[config.mk]
export PLATFORM = sky130hd
export DESIGN_NAME = psrb_bank
export DESIGN_NICKNAME = d
export VERILOG_FILES = /design/src/psrb_pkg.sv /design/src/psrb_bank.sv
export VERILOG_INCLUDE_DIRS = /design/src
export SDC_FILE = /design/constraint.sdc
export NUM_CORES = 1
export LEC_CHECK = 0
export BUFFER_PORTS_ARGS = -buffer_cell sky130_fd_sc_hd__buf_2
export CORE_ASPECT_RATIO = 0.5
export CORE_MARGIN = 5
export CORE_UTILIZATION = 33
export CTS_BUF_LIST = sky130_fd_sc_hd__clkbuf_4 sky130_fd_sc_hd__clkbuf_8 sky130_fd_sc_hd__clkbuf_16
export CTS_CLUSTER_DIAMETER = 50
export CTS_CLUSTER_SIZE = 40
export DETAILED_ROUTE_END_ITERATION = 12
export REMOVE_ABC_BUFFERS = 1
export SYNTH_ARGS = -nofsm -noshare
export SYNTH_HDL_FRONTEND = slang
export SYNTH_SLANG_ARGS = --single-unit
[constraint.sdc]
create_clock -name mclk -period 1.85 [get_ports mclk]
set_input_delay 0.185 -clock mclk [delete_from_list [all_inputs] [get_ports mclk]]
set_output_delay 0.185 -clock mclk [all_outputs]
set_load 0.02 [all_outputs]
[src/psrb_defs.svh]
// Purpose: constants for the page-zero status register bank
// Assumes: byte-wide register port, 16-bit register address (page:offset)
// Notes:   offsets are the in-page low byte
`ifndef PSRB_DEFS_SVH
`define PSRB_DEFS_SVH

`define PSRB_OFS_DIE_ID       8'h00
`define PSRB_OFS_PAGE         8'h01
`define PSRB_OFS_PART_LO      8'h02
`define PSRB_OFS_PART_HI      8'h03
`define PSRB_OFS_GRADE        8'h04
`define PSRB_OFS_DEV_REV      8'h05
`define PSRB_OFS_TEMP_CODE    8'h09
`define PSRB_OFS_PKG          8'h0a
`define PSRB_OFS_BUS_ADDR     8'h0b
`define PSRB_OFS_LIVE         8'h0c
`define PSRB_OFS_INLOSS       8'h0d
`define PSRB_OFS_STICKY       8'h11
`define PSRB_OFS_INLOSS_STK   8'h12
`define PSRB_OFS_MASK         8'h17
`define PSRB_OFS_INLOSS_MASK  8'h18
`define PSRB_OFS_SOFT_RESET   8'h1c

`define PSRB_STATUS_BITS      8'h2f
`define PSRB_INLOSS_BITS      8'h0f
`define PSRB_SOFT_RESET_BIT   0

`define PSRB_RST_PAGE         8'h00
`define PSRB_RST_BUS_ADDR     7'h74
`define PSRB_RST_MASK         8'h00

`define PSRB_SOFT_RESET_NS    16
`define PSRB_CLK_NS           4
`define PSRB_SOFT_RESET_CYC   ((`PSRB_SOFT_RESET_NS + `PSRB_CLK_NS - 1) / `PSRB_CLK_NS)

`endif

[src/psrb_pkg.sv]
// Purpose: types for the page-zero status register bank
// Assumes: nothing beyond the defs header
// Notes:   soft-reset sequencer states, gray coded
`default_nettype none
package psrb_pkg;
    typedef enum logic [1:0] {
        PSRB_IDLE  = 2'b00,
        PSRB_PULSE = 2'b01,
        PSRB_ALIGN = 2'b11
    } psrb_srst_e;
endpackage
`default_nettype wire

[src/psrb_bank.sv]
// Purpose: page-zero control and status registers of a clock generator
// Assumes: byte register port from the serial bus engine, inputs synchronous to mclk
// Notes:   identity values are parameters; defaults are arbitrary
// Notes on behaviour
// - page select register at offset 0x01 of every page, read and write
// - page select eight bits; it forms the upper address byte
// - four-bit die revision readable at 0x0000, writes ignored
// - sixteen-bit base part id at 0x0002 low, 0x0003 high, decimal nibbles
// - eight-bit speed grade at 0x0004, codes zero to three mean A to D
// - eight-bit device revision at 0x0005, zero means revision A
// - writable seven-bit bus target address at 0x000B bits 6:0
// - live bit 0 at 0x000C reads one while calibrating
// - live bit 1 reads one when crystal pin a has no signal
// - live bit 2 reads one when phase detector lacks any reference
// - live bit 3 reads one while the loop is unlocked
// - live bit 5 reads one on serial bus timeout
// - per-input loss live at 0x000D bits 3:0, feedback down to input 0
// - live status latched into sticky bits at 0x0011, host writes zero to clear
// - input loss latched into sticky bits 3:0 at 0x0012, zero clears each
// - mask bits at 0x0017 block matching sticky flags from interrupt
// - mask bits 3:0 at 0x0018 block input loss flags from interrupt
// - writing one to 0x001C bit 0 resets logic but keeps registers
// - soft reset bit clears itself, host never writes it back
// - soft reset realigns all output clocks
`timescale 1ns/1ps
`default_nettype none
`include "psrb_defs.svh"

module psrb_bank
    import psrb_pkg::*;
#(
    parameter logic [3:0]  DIE_REVISION = 4'h0,
    parameter logic [15:0] PART_ID      = 16'h1234,
    parameter logic [7:0]  GRADE_CODE   = 8'h00,
    parameter logic [7:0]  DEV_REV      = 8'h00,
    parameter logic [7:0]  TEMP_CODE    = 8'h00,
    parameter logic [7:0]  PKG_CODE     = 8'h00
) (
    // clock and reset
    input  wire logic        mclk,
    input  wire logic        rst,
    // register port from the serial bus engine
    input  wire logic [7:0]  reg_addr,
    input  wire logic        reg_wr,
    input  wire logic        reg_rd,
    input  wire logic [7:0]  reg_wdata,
    output var  logic [7:0]  reg_rdata,
    output var  logic [7:0]  cur_page,
    // live conditions
    input  wire logic        calibrating_status,
    input  wire logic        crystal_input_loss,
    input  wire logic        reference_loss,
    input  wire logic        pll_unlocked,
    input  wire logic        bus_timeout_status,
    input  wire logic [3:0]  input_loss_live,
    // outputs to the rest of the device
    output var  logic [6:0]  bus_target_address,
    output var  logic        irq,
    output var  logic        soft_reset_pulse,
    output var  logic        output_align
);

    logic [7:0] page_select;
    logic [7:0] live_status;
    logic [7:0] input_loss_q;
    logic [7:0] sticky_status_flags;
    logic [7:0] input_loss_sticky;
    logic [7:0] status_interrupt_mask;
    logic [7:0] input_loss_interrupt_mask;
    logic [7:0] next_rdata;
    logic       page0;
    logic       wr_p0;
    psrb_srst_e srst_state;
    logic [3:0] srst_cnt;

    localparam logic [3:0] SRST_CYC = 4'(`PSRB_SOFT_RESET_CYC);

    assign page0 = (page_select == 8'h00);
    assign wr_p0 = reg_wr && page0;

    always_ff @(posedge mclk or posedge rst) begin
        if (rst) begin
            page_select <= `PSRB_RST_PAGE;
        end else if (reg_wr && reg_addr == `PSRB_OFS_PAGE) begin
            page_select <= reg_wdata;
        end
    end

    always_ff @(posedge mclk or posedge rst) begin
        if (rst) begin
            cur_page <= 8'h00;
        end else begin
            cur_page <= (reg_wr && reg_addr == `PSRB_OFS_PAGE) ? reg_wdata : page_select;
        end
    end

    always_ff @(posedge mclk or posedge rst) begin
        if (rst) begin
            bus_target_address <= `PSRB_RST_BUS_ADDR;
        end else if (wr_p0 && reg_addr == `PSRB_OFS_BUS_ADDR) begin
            bus_target_address <= reg_wdata[6:0];
        end
    end

    // input loss follows live, no latch
    always_ff @(posedge mclk or posedge rst) begin
        if (rst) begin
            live_status  <= 8'h00;
            input_loss_q <= 8'h00;
        end else begin
            live_status  <= {2'h0, bus_timeout_status, 1'b0, pll_unlocked,
                             reference_loss, crystal_input_loss, calibrating_status};
            input_loss_q <= {4'h0, input_loss_live};
        end
    end

    always_ff @(posedge mclk or posedge rst) begin
        if (rst) begin
            sticky_status_flags <= 8'h00;
        end else if (wr_p0 && reg_addr == `PSRB_OFS_STICKY) begin
            sticky_status_flags <= (sticky_status_flags & reg_wdata | live_status)
                                   & `PSRB_STATUS_BITS;
        end else begin
            sticky_status_flags <= (sticky_status_flags | live_status) & `PSRB_STATUS_BITS;
        end
    end

    // sticky input loss, per bit clear
    always_ff @(posedge mclk or posedge rst) begin
        if (rst) begin
            input_loss_sticky <= 8'h00;
        end else if (wr_p0 && reg_addr == `PSRB_OFS_INLOSS_STK) begin
            input_loss_sticky <= (input_loss_sticky & reg_wdata | input_loss_q)
                                 & `PSRB_INLOSS_BITS;
        end else begin
            input_loss_sticky <= (input_loss_sticky | input_loss_q) & `PSRB_INLOSS_BITS;
        end
    end

    always_ff @(posedge mclk or posedge rst) begin
        if (rst) begin
            status_interrupt_mask     <= `PSRB_RST_MASK;
            input_loss_interrupt_mask <= `PSRB_RST_MASK;
        end else if (wr_p0) begin
            if (reg_addr == `PSRB_OFS_MASK) begin
                status_interrupt_mask <= reg_wdata & `PSRB_STATUS_BITS;
            end
            if (reg_addr == `PSRB_OFS_INLOSS_MASK) begin
                input_loss_interrupt_mask <= reg_wdata & `PSRB_INLOSS_BITS;
            end
        end
    end

    always_ff @(posedge mclk or posedge rst) begin
        if (rst) begin
            irq <= 1'b0;
        end else begin
            irq <= |(sticky_status_flags & ~status_interrupt_mask)
                 | |(input_loss_sticky & ~input_loss_interrupt_mask);
        end
    end

    // soft reset, self clearing
    // registers above are untouched; only downstream logic sees the pulse
    always_ff @(posedge mclk or posedge rst) begin
        if (rst) begin
            srst_state       <= PSRB_IDLE;
            srst_cnt         <= 4'h0;
            soft_reset_pulse <= 1'b0;
            output_align     <= 1'b0;
        end else begin
            unique case (srst_state)
                PSRB_IDLE: begin
                    output_align <= 1'b0;
                    if (wr_p0 && reg_addr == `PSRB_OFS_SOFT_RESET
                        && reg_wdata[`PSRB_SOFT_RESET_BIT]) begin
                        srst_state       <= PSRB_PULSE;
                        srst_cnt         <= SRST_CYC - 4'h1;
                        soft_reset_pulse <= 1'b1;
                    end
                end
                PSRB_PULSE: begin
                    if (srst_cnt == 4'h0) begin
                        soft_reset_pulse <= 1'b0;
                        srst_state       <= PSRB_ALIGN;
                        output_align     <= 1'b1;
                    end else begin
                        srst_cnt <= srst_cnt - 4'h1;
                    end
                end
                PSRB_ALIGN: begin
                    output_align <= 1'b0;
                    srst_state   <= PSRB_IDLE;
                end
                // unused code 2'b10 falls back to idle
                default: srst_state <= PSRB_IDLE;
            endcase
        end
    end

    always_comb begin
        next_rdata = 8'h00;
        if (reg_addr == `PSRB_OFS_PAGE) begin
            next_rdata = page_select;
        end else if (page0) begin
            unique case (reg_addr)
                `PSRB_OFS_DIE_ID:      next_rdata = {4'h0, DIE_REVISION};
                `PSRB_OFS_PART_LO:     next_rdata = PART_ID[7:0];
                `PSRB_OFS_PART_HI:     next_rdata = PART_ID[15:8];
                `PSRB_OFS_GRADE:       next_rdata = GRADE_CODE;
                `PSRB_OFS_DEV_REV:     next_rdata = DEV_REV;
                `PSRB_OFS_TEMP_CODE:   next_rdata = TEMP_CODE;
                `PSRB_OFS_PKG:         next_rdata = PKG_CODE;
                `PSRB_OFS_BUS_ADDR:    next_rdata = {1'b0, bus_target_address};
                `PSRB_OFS_LIVE:        next_rdata = live_status;
                `PSRB_OFS_INLOSS:      next_rdata = input_loss_q;
                `PSRB_OFS_STICKY:      next_rdata = sticky_status_flags;
                `PSRB_OFS_INLOSS_STK:  next_rdata = input_loss_sticky;
                `PSRB_OFS_MASK:        next_rdata = status_interrupt_mask;
                `PSRB_OFS_INLOSS_MASK: next_rdata = input_loss_interrupt_mask;
                default:               next_rdata = 8'h00;
            endcase
        end
    end

    // read data registered; soft reset register reads zero
    always_ff @(posedge mclk or posedge rst) begin
        if (rst) begin
            reg_rdata <= 8'h00;
        end else if (reg_rd) begin
            reg_rdata <= next_rdata;
        end
    end

    page_write_a: assert property (@(posedge mclk) disable iff (rst)
        reg_wr && reg_addr == `PSRB_OFS_PAGE |=> page_select == $past(reg_wdata))
        else $error("page select did not take written value");

    page_read_a: assert property (@(posedge mclk) disable iff (rst)
        reg_rd && reg_addr == `PSRB_OFS_PAGE |=> reg_rdata == $past(page_select))
        else $error("page select read back wrong");

    page_out_a: assert property (@(posedge mclk) disable iff (rst)
        !reg_wr |=> cur_page == $past(page_select))
        else $error("upper address byte differs from page");

    off_page_a: assert property (@(posedge mclk) disable iff (rst)
        reg_rd && !page0 && reg_addr != `PSRB_OFS_PAGE |=> reg_rdata == 8'h00)
        else $error("register outside page zero read nonzero");

    die_ident_a: assert property (@(posedge mclk) disable iff (rst)
        reg_rd && page0 && reg_addr == `PSRB_OFS_DIE_ID |=> reg_rdata == {4'h0, DIE_REVISION})
        else $error("die revision read wrong");

    part_id_a: assert property (@(posedge mclk) disable iff (rst)
        reg_rd && page0 && reg_addr == `PSRB_OFS_PART_HI |=> reg_rdata == PART_ID[15:8])
        else $error("part id high byte wrong");

    part_lo_a: assert property (@(posedge mclk) disable iff (rst)
        reg_rd && page0 && reg_addr == `PSRB_OFS_PART_LO |=> reg_rdata == PART_ID[7:0])
        else $error("part id low byte wrong");

    grade_read_a: assert property (@(posedge mclk) disable iff (rst)
        reg_rd && page0 && reg_addr == `PSRB_OFS_GRADE |=> reg_rdata == GRADE_CODE)
        else $error("speed grade read wrong");

    dev_code_a: assert property (@(posedge mclk) disable iff (rst)
        reg_rd && page0 && reg_addr == `PSRB_OFS_DEV_REV |=> reg_rdata == DEV_REV)
        else $error("device revision read wrong");

    bus_addr_a: assert property (@(posedge mclk) disable iff (rst)
        wr_p0 && reg_addr == `PSRB_OFS_BUS_ADDR |=> bus_target_address == $past(reg_wdata[6:0]))
        else $error("bus target address did not take write");

    live_bits_a: assert property (@(posedge mclk) disable iff (rst)
        1'b1 |=> live_status == {2'h0, $past(bus_timeout_status), 1'b0, $past(pll_unlocked),
                                 $past(reference_loss), $past(crystal_input_loss),
                                 $past(calibrating_status)})
        else $error("live status bits misplaced");

    loss_live_a: assert property (@(posedge mclk) disable iff (rst)
        1'b1 |=> input_loss_q[3:0] == $past(input_loss_live))
        else $error("input loss live does not follow input");

    sticky_set_a: assert property (@(posedge mclk) disable iff (rst)
        live_status[3] |=> sticky_status_flags[3])
        else $error("sticky status lost an event");

    sticky_hold_a: assert property (@(posedge mclk) disable iff (rst)
        sticky_status_flags[3] && !(wr_p0 && reg_addr == `PSRB_OFS_STICKY && !reg_wdata[3])
        |=> sticky_status_flags[3])
        else $error("sticky status dropped without a clear");

    loss_set_a: assert property (@(posedge mclk) disable iff (rst)
        input_loss_q[1] |=> input_loss_sticky[1])
        else $error("input loss flag did not latch");

    loss_clear_a: assert property (@(posedge mclk) disable iff (rst)
        wr_p0 && reg_addr == `PSRB_OFS_INLOSS_STK && !reg_wdata[0] && !input_loss_q[0]
        |=> !input_loss_sticky[0])
        else $error("input loss flag not cleared by zero write");

    irq_raise_a: assert property (@(posedge mclk) disable iff (rst)
        (input_loss_sticky[2] && !input_loss_interrupt_mask[2]) |=> irq)
        else $error("unmasked flag did not raise interrupt");

    status_irq_a: assert property (@(posedge mclk) disable iff (rst)
        sticky_status_flags[5] && !status_interrupt_mask[5] |=> irq)
        else $error("unmasked status flag did not raise interrupt");

    irq_mask_a: assert property (@(posedge mclk) disable iff (rst)
        (sticky_status_flags & ~status_interrupt_mask) == 8'h00
        && (input_loss_sticky & ~input_loss_interrupt_mask) == 8'h00 |=> !irq)
        else $error("interrupt raised with all flags masked");

    soft_pulse_a: assert property (@(posedge mclk) disable iff (rst)
        srst_state == PSRB_IDLE && wr_p0 && reg_addr == `PSRB_OFS_SOFT_RESET && reg_wdata[0]
        |=> soft_reset_pulse [*4] ##1 !soft_reset_pulse && output_align)
        else $error("soft reset pulse length or align wrong");

    soft_zero_a: assert property (@(posedge mclk) disable iff (rst)
        srst_state == PSRB_IDLE && wr_p0 && reg_addr == `PSRB_OFS_SOFT_RESET
        && !reg_wdata[0] |=> !soft_reset_pulse)
        else $error("soft reset fired on a zero write");

endmodule
`default_nettype wire

# After elaboration in Yosys (flattened, before gate mapping)
# Cells that the tools add are included.
[word_totals]
register_bits = 60
inputBits = 29
out_inout_bits = 26
wordCells = 79
[op_classes]
add_sub_neg = 1
n_eq_ne = 16
n_mux = 16
n_bitwise = 11
reduce_logical = 21
[ops]
columns = ["op", "n"]
rows = [
  ["one-hot mux 7 bit (9 select lines)", 1],
  ["equality test 8 x 5 -> 1 bit, second input constant", 5],
  ["equality test 8 x 4 -> 1 bit, second input constant", 3],
  ["equality test 8 x 2 -> 1 bit, second input constant", 2],
  ["two-way mux 8 bit", 2],
  ["OR reduction 8 bit", 2],
  ["two-way mux 4 bit", 3],
  ["bitwise OR 6 bit", 2],
  ["AND 4 x 8 -> 8 bit", 1],
  ["AND 6 x 8 -> 8 bit", 1],
  ["equality test 8 x 1 -> 1 bit, second input constant", 1],
  ["logical NOT 8 bit", 1],
  ["NOT 4 -> 8 bit", 1],
  ["NOT 6 -> 8 bit", 1],
  ["bitwise OR 4 bit", 2],
  ["one-hot mux 4 bit (2 select lines)", 1],
  ["AND reduction 2 bit", 4],
  ["logical AND 1 bit", 7],
  ["AND 6 bit", 1],
  ["two-way mux 6 bit", 1],
  ["inequality test 2 bit, second input constant", 3],
  ["AND reduction 3 bit", 2],
  ["AND 4 bit", 1],
  ["logical NOT 4 bit", 1],
  ["other kinds (11)", 16],
]

# Longest topological paths before layout
[logic_depth]
word_depth = 6
ltp_mapped = 7
ltp_nobuf = 6

# Least setup slack after synthesis
# OpenSTA, ideal clock, no wires.
[synth_timing]
path_kind = "flip-flop to flip-flop"
start = "register, netlist name cur_page[3]"
end = "register bus_target_address[0]"
setup_time_ps = 125
t_arrival_ps = 1775
required_ps = 1725
setup_slack_ps = -50
path_stages_with_launch = 5
n_path_buf = 0
period_less_slack_ps = 1900
path_cell_list = "dfrtp_1 > or4_4 > nor4_4 > nand2_4 > mux2_4"
[synth_lines]
columns = ["element", "line_no", "source"]
rows = [
  ["end signal, assigned", "psrb_bank.sv:99", "bus_target_address <= `PSRB_RST_BUS_ADDR;"],
  ["end signal, assigned", "psrb_bank.sv:101", "bus_target_address <= reg_wdata[6:0];"],
  ["end, declared", "psrb_bank.sv:57", "output var logic [6:0] bus_target_address,"],
]

==> results.yml <==
run_status:
  run_status: "finished with violations"
  violations: "negative setup slack"
pwr:
  p_clk_share_pct: 40.1
  switchingPower_w: 0.00117
  power.internal_w: 0.00283
  p_comb_share_pct: 22.6
  p_leak_nw: 1.93
  power_density_nw_per_um2: 957
  power_w: 0.00400
  peakVddDrop_v: 0.000417
  seqPwrFrac_pct: 37.3
  p_sw_share_pct: 29.2
finish:
  fillers: 934
  fin_nets: 413
  fin_cells: 519
  fin_area_um2: 4180
  multi_input_area_um2: 1560
  drive_gt1_share_pct: 39.6
  area_delta_synth_final_pct: 31.7
  diodes: 0
  final-seq-area_um2: 1480
clock_network:
  cts_made_buffers: 9
  clk_latency_ps: 330
  cts_tree: "done"
  cts_root_buffer: "clkbuf_16"
  clkTransAtPathRegs_ps: 50
  cts_max_level: 3
  numClockSinks: 59
  clk_path_buf_depth: 2
placed_design:
  dp.final_hpwl_mm: 6.27
  placed_cell_area_um2: 3740
  place.gp.congestion: 0.841
  dp_cells: 492
  port_buffers: 54
sta:
  fmax_mhz: 533
  period_minus_slack_ps: 1870
  setup_violations: 3
  hold_viol: 0
  rsz0062_at_grt: "yes"
  fin_crit_sh_pct: 101
  whs_ps: 96.7
  fin_ws_ps: -24.9
  max_slew.worst_pin.slew_ps: 493
  clock_skew_ps: 4.99
  max-slew-margin-rel_pct: 67.1
  slew_violations: 0
drt:
  dr.pass1.iters: 5
  viasPerCell: 4.97
  postRouteAntennaNets: 0
  finalWirelength_mm: 8.49
  drtIter0Drc: 132
  num_vias: 2582
  drc: 0
  wl_per_cell_um: 16.4
floorplan:
  die_w_um: 149
  die_h_um: 79.3
  coreArea_um2: 9420
  die_area_um2: 11800
  start_util_pct: 33.7
  ios: 55
  rows: 25
global_route:
  grt_overflow_total: 0
  grt_max_degree: 29
  grt_pass1_vias: 2590
  grt_usage_pct: 15.2
  antenna_found_initial: 0
  grt_pass1_wl_mm: 13.8
synthesis:
  async_flop_share_pct: 100
  synth_ff_type: "dfrtp_1"
  syn-cell-area_um2: 3170
  synth_seq_cells: 59
  synthCells: 288
  yosysWarnings: 0
  yosysSeqAreaShare_pct: 46.7
  synth_edf_count: 0
  yosysUniqueCellTypes: 61
  avgSynthCellArea_um2: 11.0
worst_setup_path:
  required_ps: 2070
  critical-path-top-delay-family: "simple AND/OR/NAND/NOR gates"
  path_class: "reg2reg"
  end_kind: "register"
  cp_cell_sequence: "or4_4 > nor4_4 > nand2_4 > mux2_4"
  cp_max_fo: 7
  cp.arrival_ps: 2090
  slowest_stage: "or4_4"
  crit_buf_inv: 0
  slowest_delay_ps: 550
  startpoint_type: "register"
job:
  cap_violations: 0
min_path:
  hp-class: "in2reg"
[per-stage QoR]
stage	setup TNS, ps	utilization [%]	setup WS, ps
global route	-640	44.4	-86.3
detailed placement	-120	39.7	-42.4
floorplan	-183	-	-50.0
global placement	-18.9	39.7	-6.43
finish	-70.2	44.4	-24.9
CTS	-51.7	44.0	-19.8
[layout make-up]
type | instances | area share, %
clock inverters | 2 | 0.240
multi-input cells | 196 | 37.4
flip-flops and latches | 59 | 35.5
repair buffers | 92 | 14.2
inverters | 21 | 1.89
well taps | 135 | 4.04
clock buffers | 14 | 6.74
[synth_stat cells (3+ instances only)]
library cell | instances | area share [%]
a21oi_1 | 7 | 1.1
a221oi_1 | 3 | 0.83
a22oi_1 | 7 | 1.7
a31oi_1 | 6 | 1.2
a32oi_1 | 3 | 0.83
buf_2 | 5 | 0.79
clkbuf_1 | 3 | 0.35
clkbuf_8 | 3 | 1.3
dfrtp_1 | 55 | 43
dfstp_2 | 4 | 3.3
ha_1 | 5 | 2.0
inv_1 | 21 | 2.5
mux2_2 | 13 | 4.6
mux2_4 | 11 | 5.2
mux2i_1 | 4 | 1.3
nand2_1 | 17 | 2.0
nand2b_1 | 13 | 2.6
nand3_1 | 7 | 1.1
nor2_1 | 8 | 0.95
nor2b_1 | 4 | 0.79
nor3b_1 | 5 | 1.2
nor4_1 | 3 | 0.59
o211ai_1 | 3 | 0.71
o21ai_0 | 24 | 3.8
o22ai_1 | 4 | 0.79
o32ai_1 | 3 | 0.83
[power groups by stage]
| stage | sequential, W | clock (W) | combinational (W) |
|---|---|---|---|
| finish | 0.00149 | 0.00160 | 0.000904 |
| global placement | 0.00151 | 0 | 0.000833 |
| floorplan | 0.00153 | 0 | 0.000526 |
| global route | 0.00151 | 0.00171 | 0.00100 |
| detailed placement | 0.00150 | 0 | 0.000853 |
| CTS | 0.00149 | 0.00164 | 0.000874 |
[flip-flops by register name, summed over array words and instances, names as in the netlist]
name and count:
output_align 1, input_loss_q 4, srst_state 2, input_loss_interrupt_mask 4, input_loss_sticky 4, irq 1
sticky_status_flags 5, soft_reset_pulse 1, cur_page 8, status_interrupt_mask 5, bus_target_address 7, live_status 5
reg_rdata 8, srst_cnt 4
[metal layers]
metal  global-route usage (%)  vias to the layer above  share of wire (%)
li1                         -                     1243                  -
met1                     19.9                     1265                 46
met2                     24.5                       62                 47
met3                     4.22                       12                4.9
met4                     5.07                        0                1.5
met5                        0                        -                  0
[final timing paths]
path	start	to	slack, ps	cells past startpoint
setup reg to reg	cur_page[0]	bus_target_address[3]	-20	4
setup / recovery	cur_page[0]	bus_target_address[3]	-20	4
max in group asynchronous	rst	bus_target_address[6]	850	4
hold reg to reg	live_status[3]	sticky_status_flags[3]	450	1
min in group asynchronous	rst	live_status[5]	370	3
hold / removal	reg_wdata[6]	bus_target_address[6]	100	2
[cells in the final DEF (no fill, tap or decap), drive strengths merged, types with 5 or more instances in the layout]
master and count:
buf 82, nor2b 5, o21ai 26, nand3 8, nor4 6, nand2 19, nor3 5, nor3b 5
a22oi 7, inv 21, a21oi 8, a31oi 6, mux2 24, nand2b 14, ha 5, nor2 8
dfrtp 55, clkbuf 14, dlygate4sd3 10
[kinds of logic (layout without fill, tap and decap cells)]
logic type / Yosys count / in the layout / synth area share, %
simple gates: 91 / 91 / 20.2
compound gates: 72 / 72 / 14.9
flops: 59 / 59 / 46.7
buf+inv: 33 / 129 / 5.17
mux: 28 / 28 / 11.1
fa+ha+maj: 5 / 5 / 1.97
[repair_timing]
action,in CTS,in global routing
hold buffers,10,0
cloned,0,0
setup endpoints to repair,7,28
setup buffers,1,0
resized for setup,1,8
endpoints found under the hold margin,20,0
pin swaps,3,2
No activity file was read; power rests on OpenSTA's default activity.
